===== src/rtl/pts_pkg.sv =====
package pts_pkg;
	localparam int CLK_HZ = 40000000;
	localparam int TICK_MS = 10;
	localparam int TICK_CYC = CLK_HZ / 1000 * TICK_MS;
	localparam int TICK_W = 19;
	localparam int HOLD_MS = 2000;
	localparam int HOLD_TICKS = HOLD_MS / TICK_MS;
	localparam int IVL_W = 16;
	localparam int CNT_W = 8;
	localparam int ADR_W = 16;
	localparam int MBX_W = 12;
	localparam int DAT_W = 16;
	localparam int ROUTE_W = 64;
	localparam logic [CNT_W-1:0] MAX_COUNT = 8'h80;
	localparam logic [ADR_W-1:0] MBX_LO = 16'h0001;
	localparam logic [ADR_W-1:0] MBX_HI = 16'h0800;
	localparam int FIFO_DEPTH = 16;
	// message kind on the outgoing header
	localparam logic KIND_READ = 1'b0;
	localparam logic KIND_WRITE = 1'b1;
	typedef enum logic [1:0] {
		PTS_IDLE = 2'b00,
		PTS_WAIT = 2'b01,
		PTS_SEND = 2'b11,
		PTS_HOLD = 2'b10
	} pts_state_t;
endpackage


===== src/rtl/pts_fifo.sv =====
`timescale 1ns/1ps
`default_nettype none
// small flop fifo, power-of-two depth
module pts_fifo #(
	parameter int WIDTH = 16,
	parameter int DEPTH = 16
) (
	input wire logic core_clk,
	input wire logic rst_n,
	input wire logic in_valid,
	output logic in_ready,
	input wire logic [WIDTH-1:0] in_data,
	output logic out_valid,
	input wire logic out_ready,
	output logic [WIDTH-1:0] out_data
);
	localparam int AW = $clog2(DEPTH);
	logic [WIDTH-1:0] mem_ff [DEPTH];
	logic [AW:0] wr_ff; // extra bit separates full from empty
	logic [AW:0] rd_ff;
	wire push = in_valid && in_ready;
	wire pop = out_valid && out_ready;
	assign in_ready = (wr_ff - rd_ff) != (AW+1)'(DEPTH);
	assign out_valid = wr_ff != rd_ff;
	assign out_data = mem_ff[rd_ff[AW-1:0]];
	// pointer update
	always_ff @(posedge core_clk or negedge rst_n) begin
		if (!rst_n) begin
			wr_ff <= '0;
			rd_ff <= '0;
		end else begin
			if (push) wr_ff <= wr_ff + 1'b1;
			if (pop) rd_ff <= rd_ff + 1'b1;
		end
	end
	// storage has no reset; empty flag guards it
	always_ff @(posedge core_clk) begin
		if (push) mem_ff[wr_ff[AW-1:0]] <= in_data;
	end
endmodule
`default_nettype wire


===== src/rtl/pts_top.sv =====
`timescale 1ns/1ps
`default_nettype none
// periodic transfer originator for one port
module pts_top
	import pts_pkg::*;
(
	input wire logic core_clk,
	input wire logic rst_n,
	// configuration
	input wire logic [IVL_W-1:0] cfg_interval,
	input wire logic [ROUTE_W-1:0] cfg_route,
	input wire logic [CNT_W-1:0] cfg_read_count,
	input wire logic [ADR_W-1:0] cfg_read_source,
	input wire logic [ADR_W-1:0] read_local_start,
	input wire logic [CNT_W-1:0] cfg_write_count,
	input wire logic [ADR_W-1:0] cfg_write_source,
	input wire logic [ADR_W-1:0] write_remote_start,
	input wire logic cfg_is_ethernet,
	input wire logic cfg_peer_share,
	input wire logic cfg_modbus_mode,
	// message request to the link engine
	output logic msg_valid,
	input wire logic msg_ready,
	output logic msg_kind,
	output logic [ROUTE_W-1:0] msg_route,
	output logic [ADR_W-1:0] msg_remote_addr,
	output logic [CNT_W-1:0] msg_count,
	input wire logic reply_done,
	// write data words read from mailbox
	output logic mbx_rd_en,
	output logic [MBX_W-1:0] mbx_rd_addr,
	input wire logic [DAT_W-1:0] mbx_rd_data,
	output logic wdat_valid,
	input wire logic wdat_ready,
	output logic [DAT_W-1:0] wdat_data,
	// read reply words into mailbox
	input wire logic rdat_valid,
	input wire logic [DAT_W-1:0] rdat_data,
	output logic mbx_wr_en,
	output logic [MBX_W-1:0] mbx_wr_addr,
	output logic [DAT_W-1:0] mbx_wr_data,
	// status
	output logic port_master,
	output logic busy
);
	// 10 ms tick divider
	logic [TICK_W-1:0] div_ff;
	logic tick_ff;
	// interval and hold counters in ticks
	logic [IVL_W-1:0] ivl_ff;
	logic [IVL_W-1:0] nxt_ivl;
	logic [IVL_W-1:0] hold_ff;
	pts_state_t state_ff;
	pts_state_t nxt_state;
	logic last_read_ff; // alternation memory
	logic pending_ff; // reply outstanding
	logic hold_req_ff; // two second wait armed
	logic [CNT_W-1:0] wleft_ff; // write words still to fetch
	logic [ADR_W-1:0] wptr_ff;
	logic fetch_ff; // mailbox read strobe out this cycle
	logic push_ff; // mailbox word stands now; push it into the fifo
	logic [ADR_W-1:0] rptr_ff;
	logic [CNT_W-1:0] rleft_ff;
	logic fifo_in_ready;
	logic fifo_out_valid;
	logic [DAT_W-1:0] fifo_out_data;

	// configuration checks
	wire read_ok = cfg_read_count != '0 && cfg_read_count <= MAX_COUNT
		&& read_local_start >= MBX_LO
		&& read_local_start <= MBX_HI;
	wire write_ok = cfg_write_count != '0
		&& cfg_write_count <= MAX_COUNT;
	wire peer_block = cfg_is_ethernet && cfg_peer_share;
	wire func_on = cfg_interval != '0 && !peer_block
		&& (read_ok || write_ok);
	// next type: alternate when both enabled, read first
	wire pick_write = write_ok && (!read_ok || last_read_ff);
	wire expired = tick_ff && (ivl_ff + 1'b1 >= cfg_interval);
	wire issue = state_ff == PTS_SEND && msg_ready;
	// the fifo input stalls the mailbox fetch, so fill is honest
	// one fetch in flight at a time, so the fifo can never overflow
	wire fetch_go = wleft_ff != '0 && fifo_in_ready && !fetch_ff && !push_ff;
	wire hold_done = tick_ff && hold_ff + 1'b1 >= IVL_W'(HOLD_TICKS);

	// tick divider: one-cycle enable every 10 ms
	always_ff @(posedge core_clk or negedge rst_n) begin
		if (!rst_n) begin
			div_ff <= '0;
			tick_ff <= 1'b0;
		end else begin
			tick_ff <= div_ff == TICK_W'(TICK_CYC - 1);
			div_ff <= (div_ff == TICK_W'(TICK_CYC - 1)) ? '0 : div_ff + 1'b1;
		end
	end

	// state sequencing
	always_comb begin
		nxt_state = state_ff;
		unique case (state_ff)
			PTS_IDLE: begin
				if (func_on) nxt_state = PTS_WAIT;
			end
			PTS_WAIT: begin
				if (!func_on) nxt_state = PTS_IDLE;
				else if (expired && pending_ff) nxt_state = PTS_HOLD;
				else if (expired) nxt_state = PTS_SEND;
			end
			PTS_HOLD: begin
				if (!func_on) nxt_state = PTS_IDLE;
				else if (hold_done) nxt_state = PTS_SEND;
			end
			PTS_SEND: begin
				if (issue) nxt_state = PTS_WAIT;
			end
		endcase
	end

	// interval restarts on every issue, cleared while idle
	always_comb begin
		nxt_ivl = ivl_ff;
		if (state_ff != PTS_WAIT) nxt_ivl = '0;
		else if (tick_ff) nxt_ivl = ivl_ff + 1'b1;
	end

	// control registers
	always_ff @(posedge core_clk or negedge rst_n) begin
		if (!rst_n) begin
			state_ff <= PTS_IDLE;
			ivl_ff <= '0;
			hold_ff <= '0;
			last_read_ff <= 1'b0;
			hold_req_ff <= 1'b0;
		end else begin
			state_ff <= nxt_state;
			ivl_ff <= nxt_ivl;
			hold_ff <= (state_ff == PTS_HOLD && tick_ff) ? hold_ff + 1'b1
				: (state_ff == PTS_HOLD ? hold_ff : '0);
			hold_req_ff <= state_ff == PTS_HOLD;
			if (issue) last_read_ff <= (msg_kind == KIND_READ);
			if (state_ff == PTS_IDLE) last_read_ff <= 1'b0; // reads go first
		end
	end

	// reply tracking; a reply in the issue cycle belongs to the old message
	always_ff @(posedge core_clk or negedge rst_n) begin
		if (!rst_n) begin
			pending_ff <= 1'b0;
		end else if (issue) begin
			pending_ff <= 1'b1;
		end else if (reply_done || state_ff == PTS_IDLE) begin
			pending_ff <= 1'b0;
		end
	end

	// message header, held steady while presented
	always_ff @(posedge core_clk or negedge rst_n) begin
		if (!rst_n) begin
			msg_valid <= 1'b0;
			msg_kind <= KIND_READ;
			msg_route <= '0;
			msg_remote_addr <= '0;
			msg_count <= '0;
		end else if (nxt_state == PTS_SEND && state_ff != PTS_SEND) begin
			msg_valid <= 1'b1;
			msg_route <= cfg_route;
			msg_kind <= pick_write ? KIND_WRITE : KIND_READ;
			msg_remote_addr <= pick_write ? write_remote_start
				: cfg_read_source;
			msg_count <= pick_write ? cfg_write_count : cfg_read_count;
		end else if (issue) begin
			msg_valid <= 1'b0;
		end
	end

	// write data fetch from consecutive mailbox registers
	always_ff @(posedge core_clk or negedge rst_n) begin
		if (!rst_n) begin
			wleft_ff <= '0;
			wptr_ff <= '0;
			fetch_ff <= 1'b0;
			push_ff <= 1'b0;
			mbx_rd_en <= 1'b0;
			mbx_rd_addr <= '0;
		end else begin
			fetch_ff <= fetch_go;
			// mailbox data stands the cycle after the read strobe
			push_ff <= fetch_ff;
			mbx_rd_en <= fetch_go;
			if (issue && msg_kind == KIND_WRITE) begin
				wleft_ff <= msg_count;
				wptr_ff <= cfg_write_source;
			end else if (fetch_go) begin
				wleft_ff <= wleft_ff - 1'b1;
				wptr_ff <= wptr_ff + 1'b1;
				mbx_rd_addr <= wptr_ff[MBX_W-1:0];
			end
		end
	end

	// outgoing write words buffered for the link
	pts_fifo #(.WIDTH(DAT_W), .DEPTH(FIFO_DEPTH)) u_wfifo (
		.core_clk(core_clk),
		.rst_n(rst_n),
		.in_valid(push_ff),
		.in_ready(fifo_in_ready),
		.in_data(mbx_rd_data),
		.out_valid(fifo_out_valid),
		.out_ready(wdat_ready || !wdat_valid),
		.out_data(fifo_out_data)
	);

	// output stage register for write data
	always_ff @(posedge core_clk or negedge rst_n) begin
		if (!rst_n) begin
			wdat_valid <= 1'b0;
			wdat_data <= '0;
		end else if (wdat_ready || !wdat_valid) begin
			wdat_valid <= fifo_out_valid;
			wdat_data <= fifo_out_data;
		end
	end

	// read reply words land in the mailbox
	always_ff @(posedge core_clk or negedge rst_n) begin
		if (!rst_n) begin
			rptr_ff <= '0;
			rleft_ff <= '0;
			mbx_wr_en <= 1'b0;
			mbx_wr_addr <= '0;
			mbx_wr_data <= '0;
		end else begin
			mbx_wr_en <= rdat_valid && rleft_ff != '0;
			if (issue && msg_kind == KIND_READ) begin
				rptr_ff <= read_local_start;
				rleft_ff <= msg_count;
			end else if (rdat_valid && rleft_ff != '0) begin
				mbx_wr_addr <= rptr_ff[MBX_W-1:0];
				mbx_wr_data <= rdat_data;
				rptr_ff <= rptr_ff + 1'b1;
				rleft_ff <= rleft_ff - 1'b1;
			end
		end
	end

	// status outputs
	always_ff @(posedge core_clk or negedge rst_n) begin
		if (!rst_n) begin
			port_master <= 1'b0;
			busy <= 1'b0;
		end else begin
			port_master <= cfg_modbus_mode && func_on;
			busy <= pending_ff || hold_req_ff;
		end
	end
endmodule
`default_nettype wire


===== config.mk =====
export PLATFORM = sky130hd
export DESIGN_NAME = pts_top
export DESIGN_NICKNAME = d
export VERILOG_FILES = /design/src/rtl/pts_pkg.sv /design/src/rtl/pts_fifo.sv /design/src/rtl/pts_top.sv
export SDC_FILE = /design/constraint.sdc
export NUM_CORES = 1
export LEC_CHECK = 0
export ABC_AREA = 0
export BUFFER_PORTS_ARGS = -buffer_cell sky130_fd_sc_hd__buf_4
export CAP_MARGIN = 20
export CORE_ASPECT_RATIO = 1.2
export CORE_UTILIZATION = 59
export CTS_BUF_LIST = sky130_fd_sc_hd__clkbuf_4 sky130_fd_sc_hd__clkbuf_8
export CTS_CLUSTER_DIAMETER = 40
export CTS_CLUSTER_SIZE = 40
export DETAILED_ROUTE_END_ITERATION = 10
export PLACE_DENSITY_LB_ADDON = 0.2
export SKIP_LAST_GASP = 1
export SLEW_MARGIN = 40
export SYNTH_ARGS = -nofsm -noshare
export SYNTH_HDL_FRONTEND = slang
export SYNTH_SLANG_ARGS = --single-unit
export TNS_END_PERCENT = 100

===== constraint.sdc =====
create_clock -name core_clk -period 4.8 [get_ports core_clk]
set_input_delay 0.24 -clock core_clk [delete_from_list [all_inputs] [get_ports core_clk]]
set_output_delay 0.24 -clock core_clk [all_outputs]
set_load 0.02 [all_outputs]

### Yosys cells after proc, flatten, opt, wreduce, memory -nomap -nowiden

Memory sizes are Yosys's and may differ from the RTL's. A register that Yosys moved wholly into a read port is not among the register bits.
Index checks and enable logic that the tools add are counted.

* add/subtract/negate cells: 10
* $lt $le $gt $ge: 6
* equality and inequality tests: 10
* muxes and demuxes: 32
* bitwise operators: 3
* reductions and logical operators: 48

Operators with widths (count)
* $mux 16: 9
* $add 16x1->16 const B: 4
* $mux 8: 5
* $reduce_bool 8->1: 4
* $logic_and 1x1->1: 23
* $add 19x1->19 const B: 1
* $eq 19x19->1 const B: 1
* $mux 19: 1
* $ge 16x1->1 const B: 1
* $ge 16x16->1: 1
* $ge 16x8->1 const B: 1
* $le 16x12->1 const B: 1
* $le 8x8->1 const B: 2
* $reduce_bool 16->1: 1
* $sub 8x1->8 const B: 2
* $mux 2: 7
* $reduce_bool 2->1: 6
* $add 5x1->5 const B: 2
* $mux 1: 9
* $pmux 2 s4: 1
* $eq 2x2->1 const B: 3
* $logic_not 1->1: 6
* $logic_or 1x1->1: 5
* $ne 5x5->1: 1
* other kinds (8): 12

* register bits: 251
* RAM bits: 256
* input bits: 201
* output and inout port bits: 151
* word-level logic and storage cells: 138
* memories kept: 1

Memory list
* u_wfifo.mem_ff: depth 16, bits a word 16, rd ports 1, clocked after Yosys merged registers in 1, wr ports 1, line pts_fifo.sv:18 `logic [WIDTH-1:0] mem_ff [DEPTH];`

### Logic depth before layout (Yosys ltp)

* depth in word-level cells: 11
* gate-level depth with buffers: 19
* gate-level depth less buffers: 14

### Hierarchy

From an unflattened synthesis, not the netlist that was laid out.

* cells, all modules: 1557
* area, all modules: 22903.2 um2

Modules (own cells, without submodules)
* pts_top: instances 1, cells each 1002, area an instance 12201.7 um2, seq. area each 6231.0 um2
* pts_fifo: instances 1, cells each 555, area an instance 10701.5 um2, seq. area each 7937.6 um2

### Worst setup path after synthesis

Ideal clock, no wire load.

* path type: register to register
* start point: register u_wfifo.rd_ff[1]
* end point: memory u_wfifo.mem_ff[3][0], enable pin
* library setup time: 409 ps
* arrival time: 3679 ps
* data required time: 4391 ps
* setup slack: 712 ps
* stages on the path, launching flop included: 13
* path buffers: 3
* period minus slack after synthesis: 4088 ps
* cell sequence: dfrtp_1 -> clkbuf_1 -> clkbuf_1 -> inv_1 -> ha_1 -> nor2b_1 -> o21a_1 -> o211ai_1 -> a211oi_2 -> nor2b_1 -> clkbuf_1 -> nand2_1 -> nor3_1

* cells in the longest elaborated chain, start to end: 5

Ends and longest elaborated chain
* start: declaration: line pts_fifo.sv:20 `logic [AW:0] rd_ff;`
* start signal: assignment: line pts_fifo.sv:33 `if (pop) rd_ff <= rd_ff + 1'b1;`
* $sub 5x5->5: line pts_fifo.sv:23 `assign in_ready = (wr_ff - rd_ff) != (AW+1)'(DEPTH);`
* $ne 5x5->1: line pts_fifo.sv:23
* $logic_and 1x1->1: line pts_fifo.sv:21 `wire push = in_valid && in_ready;`
* $mux 1: line pts_fifo.sv:38 `if (push) mem_ff[wr_ff[AW-1:0]] <= in_data;`
* $mux 1 (implied by the code): line pts_fifo.sv:38
* end: declaration: line pts_fifo.sv:18

Every way passes these cells.

### Worst setup path in the final report

* start point: register ivl_ff[0]
* end point: register msg_remote_addr[9]

* cells in the longest elaborated chain, start to end: 9
* elaborated cells between the ends (all ways): 10
* classes of those cells: 1 x add/sub; 1 x order compare; 1 x eq/ne; 4 x mux; 3 x reduce/logical

Ends and longest elaborated chain
* start: declaration: line pts_top.sv:50 `logic [IVL_W-1:0] ivl_ff;`
* start signal: assignment: line pts_top.sv:136 `ivl_ff <= nxt_ivl;`
* $add 16x1->16 (*): line pts_top.sv:79 `wire expired = tick_ff && (ivl_ff + 1'b1 >= cfg_interval);`
* $ge 16x16->1 (*): line pts_top.sv:79
* $logic_and 1x1->1 (*): line pts_top.sv:79
* $mux 2 / $logic_and 1x1->1 (equally long branches): line pts_top.sv:107, pts_top.sv:106
* $mux 2 (*): line pts_top.sv:106 `else if (expired && pending_ff) nxt_state = PTS_HOLD;`
* $mux 2 (*): line pts_top.sv:105 `if (!func_on) nxt_state = PTS_IDLE;`
* $pmux 2 s4 (*): line pts_top.sv:100 `unique case (state_ff)`
* $eq 2x2->1 (*): line pts_top.sv:164 `end else if (nxt_state == PTS_SEND && state_ff != PTS_SEND) begin`
* $logic_and 1x1->1 (*): line pts_top.sv:164
* end signal: assignment: line pts_top.sv:168 `msg_remote_addr <= pick_write ? write_remote_start`
* end: declaration: line pts_top.sv:26 `output logic [ADR_W-1:0] msg_remote_addr,`

Mark *: on every way between the ends. The rest lies on a longest branch, timed or not.
A chain may end at the register's enable or synchronous reset.

==> key figures <==
Timing
  – Final Hold Violating Endpoints: 0
  – Hold_ws: 0.0530 ns
  – Maximum clock rate: 0.237 GHz
  – Clock Skews: 0.0298 ns
  – Max-slew violations: 0
  – Worst slew pin tran: between 0.8 and 0.9 ns
  – Final Cycle Share: about nine tenths
  – Fin worst setup slack: 0.574 ns
  – Max-slew headroom: between 40% and 50%
  – Setup violations, final: 0
  – Unrepaired setup endpoints after global routing: false
  – Final setup TNS: 0 ns
  – Crit path time final: ~4.2 ns

GRT
  – Antenna violations before repair: 1
  – First-pass GRT wire length: between 80000 and 90000 um
  – GRT Residual Overflow: 0
  – Tot GR Track Use: roughly 29%
  – Vias in the first global route: 15400
  – Largest net degree at the start of global routing: between 100 and 150

Logic synthesis
  – Post-synth cell types: 68
  – Synth Instances: 1459
  – Synth Area in XOR/XNOR: 4.05%
  – Synth warn: 0
  – Post-Synth Simple-Gate Area: 7.35%
  – Synth Flop Type: dfrtp_1
  – Mean post-synth cell area: 15.3 sq um
  – Combinational family with the most area after synthesis: multiplexers
  – Post-synthesis register bit count: ~520
  – Mux share of post-synthesis cell area: 17.2%
  – Syn_nets: 1694
  – Register area share after synthesis: 63.6%
  – Synth Cell Area: roughly 22000 sq um
  – Compound-Gate Fraction of Synth Area: 3.56%
  – Post-synth EDFFs: 256
  – Ys async rst share: 50.3%
  – Adder-Cell Fraction of Synth Area: 1.91%

Setup path
  – Worst path required time: 5.30 ns
  – Worst Setup End Kind: register
  – Maximum fanout along the worst path: 18
  – CP Launch Type: register
  – WP data arrival: 4.73 ns
  – Crit Path Class: reg2reg

Power and ir drop
  – Total power: 12400 uW
  – Worst ir drop on vdd: 0.298 mV
  – Leakage: ~0.012 uW
  – Pwr dens: 436 nW/um^2

Job
  – MaxCap Viol Count: 0

Clock network
  – Post-CTS setup buffers: 0
  – H-tree depth: 2
  – Root buffer cell: clkbuf_8
  – Clk_lat worst skew: 0.63 ns
  – Clock buffer depth: 3
  – TritonCTS buffer count: 49
  – Clock-pin slew on the worst setup and hold paths: 0.11 ns
  – CTS tree: done
  – CTS sink count: 515

Place
  – Post-DP HPWL: around 33000 um
  – Gpl congestion: 0.826
  – Post-Place Worst Slack: 0.695 ns
  – PortBufs: 347

Floorplanning
  – Die Ht: 215 um
  – Num rows: 77
  – Die area: 38500 sq um
  – Core area: 37000 sq um
  – Starting Density: 60.2%
  – Die W: 179 um
  – Top Ports: between 300 and 400

Layout
  – Multi-input gate area: 7620 sq um
  – Share of cells above drive strength 1: 34.8%
  – Final #Nets: 2237
  – Fill count: 2175
  – Area growth, synth to finish: 28.0%
  – Final Util: 77.1%
  – Seq. cell area: 14200 sq um

Detailed routing
  – Routed Antenna Nets: 0
  – Routed WL per cell: 21.5 um
  – TritonRoute pass-1 iters: 7
  – Drt total wl: 54200 um
  – DRC: 0
  – Iteration-0 DRC Markers: 985
  – Vias/cell: 5.69
  – Via count: between 10000 and 15000

Min path
  – Worst min-delay path category: in2async

Status
  – Status: completed
placed cells by master, fill, tap and decap left out, drive strengths merged, types with 57 or more instances in the layout:
cell type and instances:
xor2 59, nor2 99, edfxtp 256, a21oi 68, mux2 136, dlygate4sd3 174, dfrtp 259, inv 57
buf 386, nand2 83, mux4 80
worst max-delay path, stage by stage, from the launching register on:
cell and delay (ns):
dfrtp_1 0.41, and3_1 0.23, and3_1 0.22, and3_1 0.25, nand3_1 0.22, nor2_1 0.19, xor2_1 0.19, ha_1 0.27
a21oi_1 0.16, o21ai_0 0.10, a22oi_1 0.17, o21ai_0 0.25, a221oi_4 0.37, and2_4 0.35, buf_4 0.36, buf_4 0.26
a21oi_1 0.12
metal layers:
metal | global-route usage (%) | wire, um
met1 | 35.1 | 20400
met2 | 50.9 | 28900
met5 | 0 | 0
met4 | 11.3 | 1960
met3 | 5.04 | 2830
sequential cells by signal, indices dropped and copies added, names as in the netlist, 16 cells and up:
signal / flops
ivl_ff: 16
div_ff: 19
mbx_wr_data: 16
hold_ff: 16
msg_route: 64
u_wfifo.mem_ff: 256
wdat_data: 16
msg_remote_addr: 16
Yosys cell counts (19+ instances only):
cell type  instances  area (sq um)
dfrtp_1          259          6480
edfxtp_1         256          7690
nor2_1            98           368
nand2_1           83           312
mux4_2            80          1800
mux2_4            71          1070
a21oi_1           68           340
xor2_1            59           517
mux2_2            58           653
xnor2_1           44           385
inv_1             35           131
ha_1              34           425
clkbuf_1          33           124
o21ai_0           31           155
nor3_1            27           135
nand3_1           26           130
mux2i_1           22           220
and3_1            19           119
worst paths after layout:
path / startpoint / endpoint / slack (ns) / depth (start not counted)
min: rst_n / rptr_ff[7] / 0.05 / 2
min reg2reg: fetch_ff / push_ff / 0.41 / 0
min in group core_clk: cfg_read_count[0] / msg_count[0] / 0.06 / 3
max: ivl_ff[0] / msg_remote_addr[9] / 0.57 / 16
max in group asynchronous: rst_n / mbx_rd_addr[3] / 3.43 / 4
max reg2reg: ivl_ff[0] / msg_remote_addr[9] / 0.57 / 16
logic make-up after synthesis:
logic type	after synthesis
buffers and inverters	105
adders and majority gates	34
AOI/OAI and AO/OA	131
DFF	515
and+or+nand+nor	333
xor gates and xnor gates	103
muxes	238
stage by stage:
| stage | instance area [sq um] | std cells |
|---|---|---|
| CTS | 28500 | 2516 |
| global placement | 25400 | 2250 |
| global route | 28500 | 2518 |
| floorplan | 22300 | 1459 |
| finish | 28500 | 2518 |
| detailed placement | 25500 | 2250 |
final cells by class:
type | count | share of cell area (%)
multi-input combinational | 839 | 26.7
timing repair buffer | 560 | 16.5
clock buffer | 54 | 2.56
antenna | 1 | 0.00878
inverter | 37 | 0.487
tap | 474 | 2.08
clock inverter | 38 | 1.91
sequential | 515 | 49.7
power breakdown:
group	total (uW)	switching [uW]	leakage [uW]	internal, uW
sequential	5640	394	0.00567	5240
clock	3240	1790	0.000641	1450
combinational	3540	1730	0.00556	1810
timing repair:
action / 4_1_cts / 5_1_grt
endpoints found under the hold margin: 491 / 0
resized for setup: 0 / 0
hold buffers: 174 / 0
Note: power is estimated with default switching activity, not from simulation.
